[src/hw/tfe_defines.vh]
/*
  Constants of the tap and free-fall event engines: register offsets,
  reset values, field positions, state codes and timing figures.
  Assumes it is included by the engine module of the same prefix only.
*/
// Overview of operation
// - Host writes 0x44 standby, then 0xC4 operate
// - Six tap direction enables, reset 0x3F
// - Single and double tap reports separately enabled
// - Second tap must end after gap count
// - Jerk index against doubled high threshold
// - Candidate when above low, below doubled high
// - Tap duration between low and high limit
// - Double tap total time above low capped
// - Latency caps samples above low per tap
// - Window bounds event; single reported at end
// - Pin control 0x30 gives enabled, high, latched
// - First pin routing: tap 0x04, fall 0x80
// - Tap sets status bit4, source bit3/bit2, direction
// - Reading release register unlatches interrupt, data meaningless
// - Fall control 0x80: enabled, latched, up/down, 12.5Hz
// - Fall threshold at four counts per g
// - Fall condition persists delay count at fall rate
// - Fall sets status bit4 and source bit7
// - Outputs valid some time after operate bit
// - Two output-rate periods before new settings apply
// - Pin control: bit3 pulse, bit4 polarity, bit5 enable
// - Release read also clears sources and status bit
`ifndef TFE_DEFINES_VH
`define TFE_DEFINES_VH

// Register offsets
`define TFE_A_DIR_SRC      8'h12
`define TFE_A_EVT_SRC      8'h13
`define TFE_A_STATUS       8'h15
`define TFE_A_UNLATCH      8'h17
`define TFE_A_MAIN         8'h18
`define TFE_A_RATE         8'h1A
`define TFE_A_PIN          8'h1C
`define TFE_A_DIR_MASK     8'h1E
`define TFE_A_ROUTE1       8'h1F
`define TFE_A_TAP_RPT      8'h24
`define TFE_A_GAP          8'h25
`define TFE_A_JERK_HI      8'h26
`define TFE_A_JERK_LO      8'h27
`define TFE_A_DUR          8'h28
`define TFE_A_TOTAL        8'h29
`define TFE_A_LATENCY      8'h2A
`define TFE_A_WINDOW       8'h2B
`define TFE_A_FALL_TH      8'h2C
`define TFE_A_FALL_CNT     8'h2D
`define TFE_A_FALL_CTL     8'h2E

// Reset values
`define TFE_R_ZERO         8'h00
`define TFE_R_RATE         8'h98
`define TFE_R_DIR_MASK     8'h3F
`define TFE_R_TAP_RPT      8'h03
`define TFE_R_GAP          8'h78
`define TFE_R_DUR          8'hA2
`define TFE_R_TOTAL        8'h24
`define TFE_R_LATENCY      8'h28
`define TFE_R_WINDOW       8'hA0

// Field positions
`define TFE_B_OPERATE      7
`define TFE_B_TAP_EN       2
`define TFE_B_SUMMARY      4
`define TFE_B_EVT_FALL     7
`define TFE_B_EVT_DOUBLE   3
`define TFE_B_EVT_SINGLE   2
`define TFE_B_PULSE        3
`define TFE_B_POLARITY     4
`define TFE_B_PIN_ON       5
`define TFE_B_ROUTE_TAP    2
`define TFE_B_ROUTE_FALL   7
`define TFE_B_RPT_SINGLE   0
`define TFE_B_RPT_DOUBLE   1
`define TFE_B_FALL_EN      7
`define TFE_B_FALL_RST_DB  3
`define TFE_F_TAP_RATE     4:3
`define TFE_F_FALL_RATE    2:0
`define TFE_F_MIN_DUR      2:0
`define TFE_F_MAX_DUR      7:3
`define TFE_F_JERK         15:8
`define TFE_F_FALL_MAG     15:9

// Rate dividers against the base sample tick
`define TFE_TAP_DIV_TOP    3'd5
`define TFE_FALL_DIV_TOP   3'd7
`define TFE_SETTLE_TICKS   2'd2

// Tap states
`define TFE_S_IDLE         3'd0
`define TFE_S_TAP1         3'd1
`define TFE_S_WAIT2        3'd2
`define TFE_S_TAP2         3'd3
`define TFE_S_REPORT       3'd4

// Timing
`define TFE_CLK_PERIOD_NS  8
`define TFE_PULSE_TIME_NS  50000

`endif

[src/hw/tfe_engines.v]
/*
  Tap/double-tap and free-fall event engines with their register file,
  status and source registers and the first interrupt pin.
  Assumes a register port already decoded from the serial interface and a
  front end that presents three signed 16-bit samples on a 16g scale with a
  one-cycle base tick at 1600 Hz.
*/
`include "tfe_defines.vh"
`timescale 1ns/1ps
`default_nettype none

module tfe_engines #(
  parameter integer PULSE_CYCLES = `TFE_PULSE_TIME_NS / `TFE_CLK_PERIOD_NS
) (
  // Clock and reset
  input  wire        ref_clk,
  input  wire        reset,
  // Register port
  input  wire [7:0]  reg_addr,
  input  wire [7:0]  reg_wdata,
  input  wire        reg_wr,
  input  wire        reg_rd,
  output reg  [7:0]  reg_rdata_q,
  // Samples
  input  wire        base_tick,
  input  wire [15:0] acc_x,
  input  wire [15:0] acc_y,
  input  wire [15:0] acc_z,
  // Outputs
  output reg         data_valid_q,
  output reg         irq_pin_one_q
);

  // ----------------------------------------------------------------
  // Register file
  // ----------------------------------------------------------------
  reg [7:0] main_control_q, engine_rate_control_q, irq_pin_control_q;
  reg [7:0] tap_direction_mask_q, irq_routing_first_pin_q;
  reg [7:0] tap_report_control_q, double_tap_gap_count_q;
  reg [7:0] jerk_high_threshold_q, jerk_low_threshold_q;
  reg [7:0] tap_duration_limits_q, double_tap_total_time_q;
  reg [7:0] tap_latency_count_q, tap_window_count_q;
  reg [7:0] fall_threshold_q, fall_delay_count_q, fall_engine_control_q;
  reg [7:0] tap_direction_source_q, event_source_q;

  wire release_rd = reg_rd && (reg_addr == `TFE_A_UNLATCH);

  always @(posedge ref_clk or posedge reset) begin
    if (reset) begin
      main_control_q          <= `TFE_R_ZERO;
      engine_rate_control_q   <= `TFE_R_RATE;
      irq_pin_control_q       <= `TFE_R_ZERO;
      tap_direction_mask_q    <= `TFE_R_DIR_MASK;
      irq_routing_first_pin_q <= `TFE_R_ZERO;
      tap_report_control_q    <= `TFE_R_TAP_RPT;
      double_tap_gap_count_q  <= `TFE_R_GAP;
      jerk_high_threshold_q   <= `TFE_R_ZERO;
      jerk_low_threshold_q    <= `TFE_R_ZERO;
      tap_duration_limits_q   <= `TFE_R_DUR;
      double_tap_total_time_q <= `TFE_R_TOTAL;
      tap_latency_count_q     <= `TFE_R_LATENCY;
      tap_window_count_q      <= `TFE_R_WINDOW;
      fall_threshold_q        <= `TFE_R_ZERO;
      fall_delay_count_q      <= `TFE_R_ZERO;
      fall_engine_control_q   <= `TFE_R_ZERO;
    end else if (reg_wr) begin
      case (reg_addr)
        `TFE_A_MAIN:     main_control_q          <= reg_wdata;
        `TFE_A_RATE:     engine_rate_control_q   <= reg_wdata;
        `TFE_A_PIN:      irq_pin_control_q       <= reg_wdata;
        `TFE_A_DIR_MASK: tap_direction_mask_q    <= reg_wdata;
        `TFE_A_ROUTE1:   irq_routing_first_pin_q <= reg_wdata;
        `TFE_A_TAP_RPT:  tap_report_control_q    <= reg_wdata;
        `TFE_A_GAP:      double_tap_gap_count_q  <= reg_wdata;
        `TFE_A_JERK_HI:  jerk_high_threshold_q   <= reg_wdata;
        `TFE_A_JERK_LO:  jerk_low_threshold_q    <= reg_wdata;
        `TFE_A_DUR:      tap_duration_limits_q   <= reg_wdata;
        `TFE_A_TOTAL:    double_tap_total_time_q <= reg_wdata;
        `TFE_A_LATENCY:  tap_latency_count_q     <= reg_wdata;
        `TFE_A_WINDOW:   tap_window_count_q      <= reg_wdata;
        `TFE_A_FALL_TH:  fall_threshold_q        <= reg_wdata;
        `TFE_A_FALL_CNT: fall_delay_count_q      <= reg_wdata;
        `TFE_A_FALL_CTL: fall_engine_control_q   <= reg_wdata;
        default: ;
      endcase
    end
  end

  // ----------------------------------------------------------------
  // Read path
  // ----------------------------------------------------------------
  wire status_sum = |event_source_q;
  reg  [7:0] rd_mux;

  always @* begin
    case (reg_addr)
      `TFE_A_DIR_SRC:  rd_mux = tap_direction_source_q;
      `TFE_A_EVT_SRC:  rd_mux = event_source_q;
      `TFE_A_STATUS:   rd_mux = {3'h0, status_sum, 4'h0};
      `TFE_A_UNLATCH:  rd_mux = `TFE_R_ZERO;
      `TFE_A_MAIN:     rd_mux = main_control_q;
      `TFE_A_RATE:     rd_mux = engine_rate_control_q;
      `TFE_A_PIN:      rd_mux = irq_pin_control_q;
      `TFE_A_DIR_MASK: rd_mux = tap_direction_mask_q;
      `TFE_A_ROUTE1:   rd_mux = irq_routing_first_pin_q;
      `TFE_A_TAP_RPT:  rd_mux = tap_report_control_q;
      `TFE_A_GAP:      rd_mux = double_tap_gap_count_q;
      `TFE_A_JERK_HI:  rd_mux = jerk_high_threshold_q;
      `TFE_A_JERK_LO:  rd_mux = jerk_low_threshold_q;
      `TFE_A_DUR:      rd_mux = tap_duration_limits_q;
      `TFE_A_TOTAL:    rd_mux = double_tap_total_time_q;
      `TFE_A_LATENCY:  rd_mux = tap_latency_count_q;
      `TFE_A_WINDOW:   rd_mux = tap_window_count_q;
      `TFE_A_FALL_TH:  rd_mux = fall_threshold_q;
      `TFE_A_FALL_CNT: rd_mux = fall_delay_count_q;
      `TFE_A_FALL_CTL: rd_mux = fall_engine_control_q;
      default:         rd_mux = `TFE_R_ZERO;
    endcase
  end

  always @(posedge ref_clk or posedge reset) begin
    if (reset) begin
      reg_rdata_q <= `TFE_R_ZERO;
    end else if (reg_rd) begin
      reg_rdata_q <= rd_mux;
    end
  end

  // ----------------------------------------------------------------
  // Engine rates and settle after operate
  // ----------------------------------------------------------------
  wire operate = main_control_q[`TFE_B_OPERATE];
  reg  [6:0] div_q;
  wire [2:0] tap_sh  = `TFE_TAP_DIV_TOP - {1'b0, engine_rate_control_q[`TFE_F_TAP_RATE]};
  wire [2:0] fall_sh = `TFE_FALL_DIV_TOP - fall_engine_control_q[`TFE_F_FALL_RATE];
  wire [6:0] tap_msk  = (7'h01 << tap_sh) - 7'h01;
  wire [6:0] fall_msk = (7'h01 << fall_sh) - 7'h01;
  wire tap_tick  = base_tick && ((div_q & tap_msk) == 7'h00);
  wire fall_tick = base_tick && ((div_q & fall_msk) == 7'h00);
  reg  [1:0] settle_q;

  always @(posedge ref_clk or posedge reset) begin
    if (reset) begin
      div_q        <= 7'h00;
      settle_q     <= 2'h0;
      data_valid_q <= 1'b0;
    end else begin
      if (base_tick) begin
        div_q <= div_q + 7'h01;
      end
      if (!operate) begin
        settle_q     <= 2'h0;
        data_valid_q <= 1'b0;
      end else if (tap_tick && !data_valid_q) begin
        settle_q <= settle_q + 2'h1;
        if (settle_q + 2'h1 == `TFE_SETTLE_TICKS) begin
          data_valid_q <= 1'b1;
        end
      end
    end
  end

  // ----------------------------------------------------------------
  // Jerk index and direction
  // ----------------------------------------------------------------
  reg  [15:0] px_q, py_q, pz_q;
  wire [15:0] dx = acc_x - px_q;
  wire [15:0] dy = acc_y - py_q;
  wire [15:0] dz = acc_z - pz_q;
  wire [15:0] ax = dx[15] ? (16'h0000 - dx) : dx;
  wire [15:0] ay = dy[15] ? (16'h0000 - dy) : dy;
  wire [15:0] az = dz[15] ? (16'h0000 - dz) : dz;
  // upper eight bits of 16g data
  wire [7:0]  jx = ax[`TFE_F_JERK];
  wire [7:0]  jy = ay[`TFE_F_JERK];
  wire [7:0]  jz = az[`TFE_F_JERK];
  reg  [7:0]  jerk_index;
  reg  [5:0]  dir_hot;

  always @* begin
    if (jx >= jy && jx >= jz) begin
      jerk_index = jx;
      dir_hot    = dx[15] ? 6'h20 : 6'h10;
    end else if (jy >= jz) begin
      jerk_index = jy;
      dir_hot    = dy[15] ? 6'h08 : 6'h04;
    end else begin
      jerk_index = jz;
      dir_hot    = dz[15] ? 6'h02 : 6'h01;
    end
  end

  always @(posedge ref_clk or posedge reset) begin
    if (reset) begin
      px_q <= 16'h0000;
      py_q <= 16'h0000;
      pz_q <= 16'h0000;
    end else if (tap_tick) begin
      px_q <= acc_x;
      py_q <= acc_y;
      pz_q <= acc_z;
    end
  end

  // doubled high threshold 0 to 510
  wire [8:0] jerk_hi2   = {jerk_high_threshold_q, 1'b0};
  wire       above_low  = jerk_index > jerk_low_threshold_q;
  wire       in_band    = above_low && ({1'b0, jerk_index} < jerk_hi2);
  wire       dir_ok     = |(dir_hot & tap_direction_mask_q[5:0]);
  wire       candidate  = in_band && dir_ok;
  wire [7:0] min_dur    = {5'h00, tap_duration_limits_q[`TFE_F_MIN_DUR]};
  wire [7:0] max_dur    = {3'h0, tap_duration_limits_q[`TFE_F_MAX_DUR]};

  // ----------------------------------------------------------------
  // Tap state machine
  // ----------------------------------------------------------------
  reg [2:0] tap_st_q;
  reg [7:0] win_q, dur_q, lat_q, tot_q;
  reg [5:0] dir_q;
  reg       tap_single_ev, tap_double_ev;
  wire      tap_run = operate && data_valid_q && main_control_q[`TFE_B_TAP_EN];
  wire      dur_ok  = (dur_q >= min_dur) && (dur_q <= max_dur);
  wire [8:0] tot_sum = {1'b0, tot_q} + {1'b0, dur_q};

  always @(posedge ref_clk or posedge reset) begin
    if (reset) begin
      tap_st_q      <= `TFE_S_IDLE;
      win_q         <= 8'h00;
      dur_q         <= 8'h00;
      lat_q         <= 8'h00;
      tot_q         <= 8'h00;
      dir_q         <= 6'h00;
      tap_single_ev <= 1'b0;
      tap_double_ev <= 1'b0;
    end else begin
      tap_single_ev <= 1'b0;
      tap_double_ev <= 1'b0;
      if (!tap_run) begin
        tap_st_q <= `TFE_S_IDLE;
      end else if (tap_tick) begin
        if (win_q != 8'hFF) begin
          win_q <= win_q + 8'h01;
        end
        case (tap_st_q)
          `TFE_S_IDLE: begin
            if (candidate) begin
              // gap counts from first tap start
              win_q    <= 8'h01;
              dur_q    <= 8'h01;
              lat_q    <= 8'h01;
              tot_q    <= 8'h00;
              dir_q    <= dir_hot;
              tap_st_q <= `TFE_S_TAP1;
            end
          end
          `TFE_S_TAP1, `TFE_S_TAP2: begin
            if (above_low) begin
              dur_q <= dur_q + 8'h01;
              lat_q <= lat_q + 8'h01;
              if (lat_q >= tap_latency_count_q) begin
                tap_st_q <= `TFE_S_IDLE;
              end
            end else if (tap_st_q == `TFE_S_TAP1) begin
              tap_st_q <= dur_ok ? `TFE_S_WAIT2 : `TFE_S_IDLE;
              tot_q    <= dur_q;
            end else if (dur_ok && win_q > double_tap_gap_count_q &&
                         tot_sum <= {1'b0, double_tap_total_time_q}) begin
              tap_double_ev <= tap_report_control_q[`TFE_B_RPT_DOUBLE];
              tap_st_q      <= `TFE_S_REPORT;
            end else begin
              tap_st_q <= `TFE_S_WAIT2;
            end
            if (tap_st_q == `TFE_S_TAP2 && win_q >= tap_window_count_q) begin
              tap_single_ev <= tap_report_control_q[`TFE_B_RPT_SINGLE];
              tap_st_q      <= `TFE_S_IDLE;
            end
          end
          `TFE_S_WAIT2: begin
            if (win_q >= tap_window_count_q) begin
              tap_single_ev <= tap_report_control_q[`TFE_B_RPT_SINGLE];
              tap_st_q      <= `TFE_S_IDLE;
            end else if (candidate) begin
              dur_q    <= 8'h01;
              lat_q    <= 8'h01;
              tap_st_q <= `TFE_S_TAP2;
            end
          end
          `TFE_S_REPORT: begin
            tap_st_q <= `TFE_S_IDLE;
          end
          default: tap_st_q <= `TFE_S_IDLE;
        endcase
      end
    end
  end

  // ----------------------------------------------------------------
  // Free-fall engine
  // ----------------------------------------------------------------
  wire [15:0] mx = acc_x[15] ? (16'h0000 - acc_x) : acc_x;
  wire [15:0] my = acc_y[15] ? (16'h0000 - acc_y) : acc_y;
  wire [15:0] mz = acc_z[15] ? (16'h0000 - acc_z) : acc_z;
  wire [7:0] fx = {1'b0, mx[`TFE_F_FALL_MAG]};
  wire [7:0] fy = {1'b0, my[`TFE_F_FALL_MAG]};
  wire [7:0] fz = {1'b0, mz[`TFE_F_FALL_MAG]};
  wire falling = (fx < fall_threshold_q) && (fy < fall_threshold_q) &&
                 (fz < fall_threshold_q);
  wire fall_run = operate && data_valid_q && fall_engine_control_q[`TFE_B_FALL_EN];
  reg  [7:0] fall_cnt_q;
  reg        fall_ev;

  always @(posedge ref_clk or posedge reset) begin
    if (reset) begin
      fall_cnt_q <= 8'h00;
      fall_ev    <= 1'b0;
    end else begin
      fall_ev <= 1'b0;
      if (!fall_run) begin
        fall_cnt_q <= 8'h00;
      end else if (fall_tick) begin
        if (falling) begin
          if (fall_cnt_q != 8'hFF) begin
            fall_cnt_q <= fall_cnt_q + 8'h01;
          end
          if (fall_cnt_q + 8'h01 == fall_delay_count_q) begin
            fall_ev <= 1'b1;
          end
        end else if (fall_engine_control_q[`TFE_B_FALL_RST_DB]) begin
          fall_cnt_q <= 8'h00;
        end else if (fall_cnt_q != 8'h00) begin
          fall_cnt_q <= fall_cnt_q - 8'h01;
        end
      end
    end
  end

  // ----------------------------------------------------------------
  // Sources, status and release
  // ----------------------------------------------------------------
  always @(posedge ref_clk or posedge reset) begin
    if (reset) begin
      event_source_q         <= `TFE_R_ZERO;
      tap_direction_source_q <= `TFE_R_ZERO;
    end else begin
      // release read clears sources, events win
      if (release_rd) begin
        event_source_q         <= `TFE_R_ZERO;
        tap_direction_source_q <= `TFE_R_ZERO;
      end
      if (tap_single_ev || tap_double_ev) begin
        event_source_q[`TFE_B_EVT_SINGLE] <= tap_single_ev;
        event_source_q[`TFE_B_EVT_DOUBLE] <= tap_double_ev;
        tap_direction_source_q            <= {2'h0, dir_q};
      end
      if (fall_ev) begin
        event_source_q[`TFE_B_EVT_FALL] <= 1'b1;
      end
    end
  end

  // ----------------------------------------------------------------
  // First interrupt pin
  // ----------------------------------------------------------------
  // routing of tap and fall
  wire routed = (irq_routing_first_pin_q[`TFE_B_ROUTE_TAP] &&
                 (event_source_q[`TFE_B_EVT_SINGLE] ||
                  event_source_q[`TFE_B_EVT_DOUBLE])) ||
                (irq_routing_first_pin_q[`TFE_B_ROUTE_FALL] &&
                 event_source_q[`TFE_B_EVT_FALL]);
  wire new_ev = (irq_routing_first_pin_q[`TFE_B_ROUTE_TAP] &&
                 (tap_single_ev || tap_double_ev)) ||
                (irq_routing_first_pin_q[`TFE_B_ROUTE_FALL] && fall_ev);
  reg  [12:0] pulse_q;
  reg         active;

  always @(posedge ref_clk or posedge reset) begin
    if (reset) begin
      pulse_q <= 13'h0000;
    end else if (new_ev) begin
      pulse_q <= PULSE_CYCLES[12:0];
    end else if (pulse_q != 13'h0000) begin
      pulse_q <= pulse_q - 13'h0001;
    end
  end

  always @* begin
    if (irq_pin_control_q[`TFE_B_PULSE]) begin
      active = pulse_q != 13'h0000;
    end else begin
      active = routed;
    end
  end

  always @(posedge ref_clk or posedge reset) begin
    if (reset) begin
      irq_pin_one_q <= 1'b0;
    end else begin
      // enable and polarity on the pin
      irq_pin_one_q <= (irq_pin_control_q[`TFE_B_PIN_ON] && active) ~^
                       irq_pin_control_q[`TFE_B_POLARITY];
    end
  end

endmodule

`default_nettype wire

[config.mk]
export PLATFORM = sky130hd
export DESIGN_NAME = tfe_engines
export DESIGN_NICKNAME = d
export VERILOG_FILES = /design/src/hw/tfe_engines.v
export VERILOG_INCLUDE_DIRS = /design/src /design/src/hw
export SDC_FILE = /design/constraint.sdc
export NUM_CORES = 1
export LEC_CHECK = 0
export ABC_AREA = 1
export BUFFER_PORTS_ARGS = -buffer_cell sky130_fd_sc_hd__buf_2
export CAP_MARGIN = 20
export CORE_UTILIZATION = 33
export DETAILED_ROUTE_END_ITERATION = 16
export HOLD_SLACK_MARGIN = 0.08
export PLACE_DENSITY = 0.58
export SETUP_SLACK_MARGIN = 0.1
export SLEW_MARGIN = 20
export SYNTH_ARGS = -nofsm -noshare
export SYNTH_HDL_FRONTEND = slang
export SYNTH_SLANG_ARGS = --single-unit
[constraint.sdc]
create_clock -name ref_clk -period 19.9 [get_ports ref_clk]
set_input_delay 0.995 -clock ref_clk [delete_from_list [all_inputs] [get_ports ref_clk]]
set_output_delay 0.995 -clock ref_clk [all_outputs]
set_load 0.01 [all_outputs]
### Word-level counts from Yosys, hierarchy flattened

Cells that the tools add are included.

| operators by class | value |
|---|---|
| add/sub/neg operators | 22 |
| order comparisons | 14 |
| equal/unequal tests | 41 |
| shift operators | 2 |
| muxes and demuxes | 75 |
| bitwise operators | 4 |
| reductions and logical operators | 62 |

Operators with widths:

| cell | number |
|---|---|
| $mux 8 | 23 |
| $pmux 8 s19 | 1 |
| $mux 16 | 6 |
| $sub 1x16->16 const A | 6 |
| $eq 8x6->1 const B | 11 |
| $eq 8x5->1 const B | 9 |
| $pmux 8 s3 | 2 |
| $sub 16x16->16 | 3 |
| $ge 8x8->1 | 5 |
| $reduce_and 2->1 | 18 |
| $add 8x1->8 const B | 4 |
| $mux 3 | 10 |
| $mux 13 | 2 |
| $lt 7x8->1 | 3 |
| $logic_and 1x1->1 | 21 |
| $mux 1 | 19 |
| $gt 8x8->1 | 2 |
| $ne 8x8->1 const B | 2 |
| $pmux 8 s2 | 1 |
| $and 7x7->7 | 2 |
| $logic_not 7->1 | 2 |
| $ne 2x2->1 const B | 7 |
| $shl 1x3->7 const A | 2 |
| $sub 7x1->7 const B | 2 |
| 42 further kinds | 57 |

| word-level totals | value |
|---|---|
| bits in registers | 271 |
| bits of input ports | 69 |
| output and inout port bits | 10 |
| word-level logic and storage cells | 258 |

### Depth between registers and ports, before layout

Gate-level depths: netlist (run 1).

| depth | value |
|---|---|
| word-level depth | 14 |
| depth in mapped cells | 48 |
| depth with buffers taken out | 47 |

### Least setup slack after synthesis (run 1)

Ideal clock, no wire load.

| timing | value |
|---|---|
| path type | input to register |
| start | input acc_x[0] |
| end | register win_q[2] |
| setup time | 0.113 ns |
| arrival | 5.495 ns |
| data required time | 19.787 ns |
| slack | 14.292 ns |
| stages on the path | 40 |
| path buffers | 1 |
| cells stage by stage | inv_1 -> ha_1 -> fa_1 -> inv_1 -> nand3_1 -> nand2_2 -> nand2_1 -> nand2_2 -> xor2_2 -> nand2_1 -> nor2_1 -> nand3_1 -> o21ai_0 -> xor2_1 -> inv_1 -> ha_1 -> o21ai_1 -> nor2_1 -> [... 4 more ...] -> inv_1 -> nand2_1 -> o221ai_1 -> ha_1 -> nand2_1 -> nor2_1 -> nand2_1 -> o211ai_1 -> nand2_1 -> inv_1 -> o211ai_1 -> nor2_2 -> nand2_4 -> nor2_8 -> nand2_2 -> buf_6 -> nand3_1 -> inv_2 |

| on the way | value |
|---|---|
| cells in the longest elaborated chain, start to end | 11 |
| elaborated cells between the ends (all ways) | 17 |
| classes of those cells | 2 x add/sub; 4 x order compare; 6 x mux; 1 x bitwise; 4 x reduce/logical |

RTL lines:

| element | line | text |
|---|---|---|
| start: declaration | tfe_engines.v:26 | `input wire [15:0] acc_x,` |
| $sub 16x16->16 (*) | tfe_engines.v:167 | `wire [15:0] dx = acc_x - px_q;` |
| $sub 1x16->16 | tfe_engines.v:170 | `wire [15:0] ax = dx[15] ? (16'h0000 - dx) : dx;` |
| $mux 16 | tfe_engines.v:170 |  |
| $ge 8x8->1 | tfe_engines.v:181 | `if (jx >= jy && jx >= jz) begin` |
| $logic_and 1x1->1 | tfe_engines.v:181 |  |
| $mux 8 or $mux 6 (tied branches) | tfe_engines.v:181 |  |
| $lt 8x9->1, or another cell as far along | tfe_engines.v:208 | `wire in_band = above_low && ({1'b0, jerk_index} < jerk_hi2);` |
| $logic_and 1x1->1 or $reduce_or 6->1 (tied branches) | tfe_engines.v:208, tfe_engines.v:209 |  |
| $logic_and 1x1->1 (*) | tfe_engines.v:210 | `wire candidate = in_band && dir_ok;` |
| $mux 8 (*) | tfe_engines.v:246 | `if (candidate) begin` |
| $mux 8 (*) | tfe_engines.v:244 | `case (tap_st_q)` |
| end signal: assignment | tfe_engines.v:242 | `win_q <= win_q + 8'h01;` |
| end: declaration | tfe_engines.v:218 | `reg [7:0] win_q, dur_q, lat_q, tot_q;` |

Every way passes the cells marked *; elsewhere a longest branch is shown, timed or not.
A chain may end at the register's enable or synchronous reset.

### Worst setup path after layout (run 1)

| timing | value |
|---|---|
| start | input acc_x[0] |
| end | register tot_q[3] |

| on the way | value |
|---|---|
| cells in the longest elaborated chain, start to end | 11 |
| elaborated cells between the ends (all ways) | 18 |
| classes of those cells | 2 x add/sub; 4 x order compare; 2 x eq/ne; 4 x mux; 1 x bitwise; 5 x reduce/logical |

RTL lines:

| element | line | text |
|---|---|---|
| $sub 16x16->16 (*) | tfe_engines.v:167 |  |
| $sub 1x16->16 | tfe_engines.v:170 |  |
| $mux 16 | tfe_engines.v:170 |  |
| $ge 8x8->1 | tfe_engines.v:181 |  |
| $logic_and 1x1->1 | tfe_engines.v:181 |  |
| $mux 8 or $mux 6 (tied branches) | tfe_engines.v:181 |  |
| $lt 8x9->1, or another cell as far along | tfe_engines.v:208 |  |
| $logic_and 1x1->1 or $reduce_or 6->1 (tied branches) | tfe_engines.v:208, tfe_engines.v:209 |  |
| $logic_and 1x1->1 | tfe_engines.v:210 |  |
| $ne 2x2->1 (no line) | - |  |
| $reduce_and 6->1 (no line) (*) | - |  |
| end signal: assignment | tfe_engines.v:265 | `tot_q <= dur_q;` |
| end: declaration | tfe_engines.v:218 |  |

Marked as above.

==> summary.md, run 1 <==
| Metric | Value |
|---|---|
| Status | completed |
| Die H | 245 um |
| Yosys reg bits | 269 |
| CP max FO | 15 |
| Wire length per cell | 15.9 um |
| Post-layout minimum cycle time | 5860 ps |
| Pwr Density | 145 nW/um^2 |
| Fin crit share | 0.295 |
| Reg clk slew, reported paths | 60 ps |
| Hold depth | 2 |
| Root Driver | clkbuf_16 |
| Full die area | 60100 sq um |
| Clk_skew | 14.8 ps |
| Congestion Overflow GR | 0 |
| Nets | 3034 |
| # rows | 88 |
| Post-synth EDFFs | 0 |
| Share of layout cells above drive strength 1 | 0.0897 |
| Setup TNS | 0 ps |
| Post-CTS setup repair buffer count | 0 |
| Drt first-iter violations | 1472 |
| # resized after CTS | 0 |
| RSZ-0062 raised after global routing | false |
| H-tree depth | 2 |
| TritonCTS buffer count | 35 |
| Syn-to-layout area delta | 12.1% |
| Critical path's top delay family | simple AND/OR/NAND/NOR gates |
| DRT antenna net count | 0 |
| Max Buffers Root-to-Sink | 3 |
| Die width | 245 um |
| CTS tree | yes |
| Final setup viols | 0 |
| Vias in the first global route | 16600 |
| Flop2flop setup slack | 14230 ps |
| R2R depth | 38 |
| Max-slew violations | 0 |
| Worst-Skew Late Latency | 560 ps |
| I/O Buffers | 78 |
| Mean Syn Cell Area | 7.10 sq um |
| Tightest hold margin | 478 ps |
| Tot GR Track Use | 0.195 |
| Dominant synthesized flop cell | dfrtp_1 |
| Leak pwr | 11.0 nW |
| DRC violations left | 0 |
| Final hold vios | 0 |
| Startpoint class of the critical path | input pin |
| Reg-to-reg endpoint | tot_q[3] |
| Total number of vias | 17700 |
| CORE AREA | 58000 sq um |
| Post-Syn Area | 19500 sq um |
| Antenna violations before repair | 2 |
| VDD IR max | 0.120 mV |
| Largest net degree at the start of global routing | 130 |
| Crit-path max cell delay | 400 ps |
| Worst path bufs/invs | 6 |
| GP Congestion | 0.933 |
| DP HPWL | 43500 um |
| WP data required | 20340 ps |
| Post-synthesis instance total | 2749 |
| Warning count from the yosys run | 0 |
| Post-Syn Nets | 2968 |
| Synth unique cells | 68 |
| Hold-fix buffers, CTS | 0 |
| Hold path endpoint | px_q[13] |
| Via-per-instance ratio | 4.91 |
| Actual transition at the worst max-transition pin | 1190 ps |
| FF-to-FF Start | px_q[0] |
| Routed Wire Length | 57400 um |
| Initial Utilization | 0.336 |
| Slowest CP cell | fa_1 |
| Clock sink count | 269 |
| Hold path start | px_q[13] |
| Sequential fraction of the synthesis area | 0.347 |
| Slew Limit Headroom | 0.189 |
| # fillers | 6110 |
| Most frequent CP cell | nand2_1 |
| Hold Crit Class | flip-flop to flip-flop |
| Global-route wire length before repair | 92900 um |
| Max Cap Viol | 0 |
| Number of top-level pins | 79 |
| Max Freq | 171 MHz |
| Critical Path AT | 6300 ps |
| DRT Pass-1 Iters | 5 |
| CP Class | input pin to flip-flop |
| Asr flop ratio synth | 1.00 |
| Crit path capture type | flip-flop |
-- kinds of logic (layout without fill, tap and decap cells) --
kind of cell	after synthesis	after routing	synth area share
AOI/OAI and AO/OA	476	476	0.141
DFF	269	269	0.347
and+or+nand+nor	1273	1273	0.280
adders and majority gates	150	150	0.0977
muxes	1	1	0.000513
buffers and inverters	504	597	0.0995
xor gates and xnor gates	76	76	0.0349
other	0	1	0
-- cells in the final DEF, fill, tap and decap left out, types with 36 or more instances in the layout --
cell type	instances
dfrtp_1	245
nand3_1	168
buf_2	78
nand2_1	764
o21ai_0	251
nor2_1	177
inv_1	423
a21oi_1	88
clkbuf_16	36
ha_1	146
nor3_1	36
xor2_1	54
nand4_1	46
-- worst max path at each step --
stage | from | slack (ps) | to | depth (start not counted)
2_1_floorplan | reset | 11530 | data_valid_q | 1
3_5_place_dp | acc_x[0] | 13470 | tot_q[6] | 36
4_1_cts | acc_x[0] | 14070 | tot_q[3] | 36
3_3_place_gp | acc_x[0] | 13540 | win_q[2] | 40
6_report | acc_x[0] | 14040 | tot_q[3] | 40
5_1_grt | acc_x[0] | 13380 | dur_q[4] | 40
-- layer usage --
| metal | vias to the layer above | track usage | share of wire |
|---|---|---|---|
| li1 | 9064 | - | - |
| met1 | 8155 | 0.280 | 0.49 |
| met2 | 392 | 0.297 | 0.43 |
| met3 | 92 | 0.0330 | 0.049 |
| met4 | 2 | 0.0616 | 0.029 |
| met5 | - | 0 | 0.00030 |
-- worst reg2reg max path, delay by kind of cell, from the launching register on --
family / cells / cell delay (ps)
XOR/XNOR: 2 / 520
adder cells (fa/ha/maj): 4 / 1240
AO/OA/AOI/OAI: 6 / 680
flip-flops: 1 / 390
AND/OR/NAND/NOR: 22 / 2390
buffers and inverters: 4 / 370
-- through the flow --
step	setup WS (ps)	cell area [sq um]	utilization	power, mW	instances
after floorplan	11530	19500	-	2.09	2749
after global placement	13540	20700	0.356	2.48	3543
after detailed placement	13470	20700	0.356	2.49	3543
after CTS	14070	21900	0.377	3.18	3607
after global routing	13380	21900	0.377	3.50	3608
final	14040	21900	0.377	3.16	3608
-- cell type report --
| class | count | area [sq um] | area share |
|---|---|---|---|
| well taps | 765 | 957 | 0.0438 |
| multi-input cells | 1976 | 10800 | 0.494 |
| clock inverters | 12 | 189 | 0.00864 |
| inverters | 449 | 1690 | 0.0774 |
| clock buffers | 52 | 1020 | 0.0467 |
| diodes | 1 | 2.50 | 0.000114 |
| repair buffers | 84 | 435 | 0.0199 |
| flip-flops and latches | 269 | 6760 | 0.309 |
-- sequential cells by signal (all words and copies together) (netlist names), 13 cells and up --
| signal | count |
|---|---|
| px_q | 16 |
| py_q | 16 |
| pz_q | 16 |
| pulse_q | 13 |
-- where the power goes --
group          switching [mW]  leakage, nW  total (mW)  internal [mW]
logic                    1.21         6.91        1.83          0.627
registers              0.0408         3.50       0.656          0.615
clock network           0.264        0.588       0.674          0.410
total                    1.51         11.0        3.16           1.65
-- synth_stat cells (all sizes together), types with 22 or more instances --
cell type | number | area (sq um)
xor2 | 56 | 505
ha | 146 | 1830
nor3 | 37 | 190
nor2 | 190 | 764
o21ai | 270 | 1380
nand3 | 174 | 908
a21oi | 91 | 467
inv | 448 | 1680
dfstp | 24 | 631
clkbuf | 44 | 165
nand2 | 794 | 3090
o22ai | 22 | 138
dfrtp | 245 | 6130
nand4 | 47 | 300
Note: power is estimated with default switching activity, not from simulation.
==> run 2, diff against run 1 <==
--- a/config.mk
+++ b/config.mk
@@ -12,7 +12,7 @@
 export CORE_UTILIZATION = 33
 export DETAILED_ROUTE_END_ITERATION = 16
 export HOLD_SLACK_MARGIN = 0.08
-export PLACE_DENSITY = 0.58
+export PLACE_DENSITY = 0.6
 export SETUP_SLACK_MARGIN = 0.1
 export SLEW_MARGIN = 20
 export SYNTH_ARGS = -nofsm -noshare
==> constraint.sdc (replaced) <==
create_clock -name ref_clk -period 5 [get_ports ref_clk]
set_input_delay 0.25 -clock ref_clk [delete_from_list [all_inputs] [get_ports ref_clk]]
set_output_delay 0.25 -clock ref_clk [all_outputs]
set_load 0.01 [all_outputs]
==> summary.md, run 2 (synthesized netlist as in run 1, its figures left out) <==
| Metric | Value |
|---|---|
| TritonCTS buffer count | 35 (unchanged) |
| Crit-path max cell delay | 570 ps (+170 ps) |
| Fin crit share | 1.03 |
| Tightest hold margin | 107 ps (-371 ps) |
| Failing checks | negative setup slack |
| CP Class | flip-flop to flip-flop |
| Reg clk slew, reported paths | 60 ps (about the same) |
| Pwr Density | 705 nW/um^2 (+390%) |
| Leak pwr | 12.5 nW (+14%) |
| Commonest non-fill, non-tap cell in the layout | nand2_1 |
| Register area | 6760 sq um (unchanged) |
| Largest regs | px_q x16, py_q x16, pz_q x16 |
| Hold Crit Class | input pin to flip-flop |
| Nets | 3331 (+9.8%) |
| GP Congestion | 0.958 (+2.7%) |
| Multi-input logic area | 11900 sq um (+9.9%) |
| Wire length per cell | 15.5 um (-2.3%) |
| Die width | 245 um (unchanged) |
| CORE AREA | 58000 sq um (unchanged) |
| Critical Path AT | 5650 ps (-650 ps) |
| Final setup viols | 41 (+41) |
| Worst path bufs/invs | 4 (-2) |
| VDD IR max | 0.885 mV (+640%) |
| Actual transition at the worst max-transition pin | 941 ps (-245 ps) |
| Startpoint class of the critical path | flip-flop |
| Via-per-instance ratio | 4.88 (-0.53%) |
| Root Driver | clkbuf_16 |
| Slew Limit Headroom | 0.372 (+0.183) |
| Congestion Overflow GR | 0 (unchanged) |
| Antenna violations before repair | 0 (-2) |
| Share of layout cells above drive strength 1 | 0.215 (+0.126) |
| Max Freq | 194 MHz |
| Most frequent cells in the layout | 710 x nand2_1, 408 x inv_1, 249 x buf_4, 247 x o21ai_0, 245 x dfrtp_1 |
| Setup ws final | -150 ps (-14190 ps) |
| Crit path capture type | flip-flop |
| Routed Wire Length | 60600 um (+5.7%) |
| DRC violations left | 0 (unchanged) |
| Drt first-iter violations | 1185 (-19%) |
| I/O Buffers | 78 (unchanged) |
| RSZ-0062 raised after global routing | true |
| Setup TNS | -3770 ps (-3770 ps) |
| Final hold vios | 0 (unchanged) |
| # rows | 88 (unchanged) |
| Total number of vias | 19000 (+7.6%) |
| Number of top-level pins | 79 (unchanged) |
| Placed Area | 22300 sq um (+7.8%) |
| Critical path's top delay family | simple AND/OR/NAND/NOR gates |
| Worst-Skew Late Latency | 560 ps (about the same) |
| Clock sink count | 269 (unchanged) |
| Slowest CP cell | fa_2 |
| Vias in the first global route | 18300 (+10%) |
| Tot GR Track Use | 0.201 (+0.00574) |
| DP HPWL | 44200 um (+1.8%) |
| Clk_skew | 27.6 ps (+12.9 ps) |
| Max-slew violations | 0 (unchanged) |
| Status | complete, but fails checks |
| WP data required | 5500 ps (-14840 ps) |
| DRT antenna net count | 0 (unchanged) |
| H-tree depth | 2 (unchanged) |
| Util after Layout | 0.436 (+0.0587) |
| DRT Pass-1 Iters | 5 (unchanged) |
| Antenna diodes | 0 (-1) |
| CTS tree | yes |
| Pre-CTS setup slack | -416 ps (-13890 ps) |
| Max Cap Viol | 0 (unchanged) |
| Flop2flop setup slack | -150 ps (-14380 ps) |
| Post-layout minimum cycle time | 5150 ps |
| Initial Utilization | 0.336 (unchanged) |
| Fin area | 25300 sq um (+16%) |
| Full die area | 60100 sq um (unchanged) |
| Global-route wire length before repair | 96300 um (+3.7%) |
| Largest net degree at the start of global routing | 138 (+6.2%) |
| Die H | 245 um (unchanged) |
| Syn-to-layout area delta | 29.6% |
| Max Buffers Root-to-Sink | 3 (unchanged) |
| # fillers | 5871 (-3.9%) |
| CP max FO | 5 (-10) |
run 2: changes by cell type in the layout (fill, tap and decap cells not counted), sizes merged:
cell	before	now
buf	84	337
bufinv	4	3
clkbuf	52	49
dlygate4sd3	0	40
nand2	794	798
clkinv	5	7
inv	451	450
clkinvlp	1	2
diode	1	0
run 2: layer usage:
metal | global-route usage | wire length [um] | vias to the layer above | part of all wire
li1 | - | - | 9676 | -
met1 | 0.277 | 28500 | 8889 | 0.47
met2 | 0.320 | 27500 | 379 | 0.45
met3 | 0.0235 | 2710 | 103 | 0.045
met4 | 0.0776 | 1920 | 0 | 0.032
met5 | 0 | 0 | - | 0
run 2: stage by stage:
stage	power (mW)	cells
after global placement	12.0	3754
after floorplan	8.33	2749
after CTS	15.5	3880
after global routing	19.3	3902
final	17.8	3902
after detailed placement	12.0	3754
run 2: where the power goes:
group	switching, mW	total (mW)	internal (mW)
sequential	0.161	2.61	2.45
clock	1.04	2.57	1.53
combinational	6.76	12.6	5.87
run 2: path summary, 6_finish.rpt:
kind | from | endpoint | cells after the start
worst max-delay path | pz_q[0] | dir_q[1] | 35
worst min-delay path | acc_z[0] | pz_q[0] | 4
worst min register to register | px_q[9] | px_q[9] | 2
worst max register to register | pz_q[0] | dir_q[1] | 35
min in group asynchronous | reset | dur_q[4] | 3
max in group asynchronous | reset | jerk_low_threshold_q[3] | 5
run 2: cell type report:
| class | instances | area share |
|---|---|---|
| Timing Repair Buffer | 377 | 0.111 |
| Inverter | 449 | 0.0678 |
| Sequential cell | 269 | 0.268 |
| Tap cell | 765 | 0.0379 |
| Multi-Input combinational cell | 1980 | 0.470 |
| Clock inverter | 13 | 0.00668 |
| Clock buffer | 49 | 0.0387 |
run 2: worst min-delay path: stages:
cell and delay [ps]:
buf_2 90, inv_1 70, buf_4 110, o21ai_0 70
run 2: repair_timing:
item	in CTS	in global routing
pin swaps	38	81
cloned	5	0
hold buffers	40	0
setup buffers	19	21
hold endpoints to repair	83	0
setup endpoints to repair	42	50
resized for setup	66	164
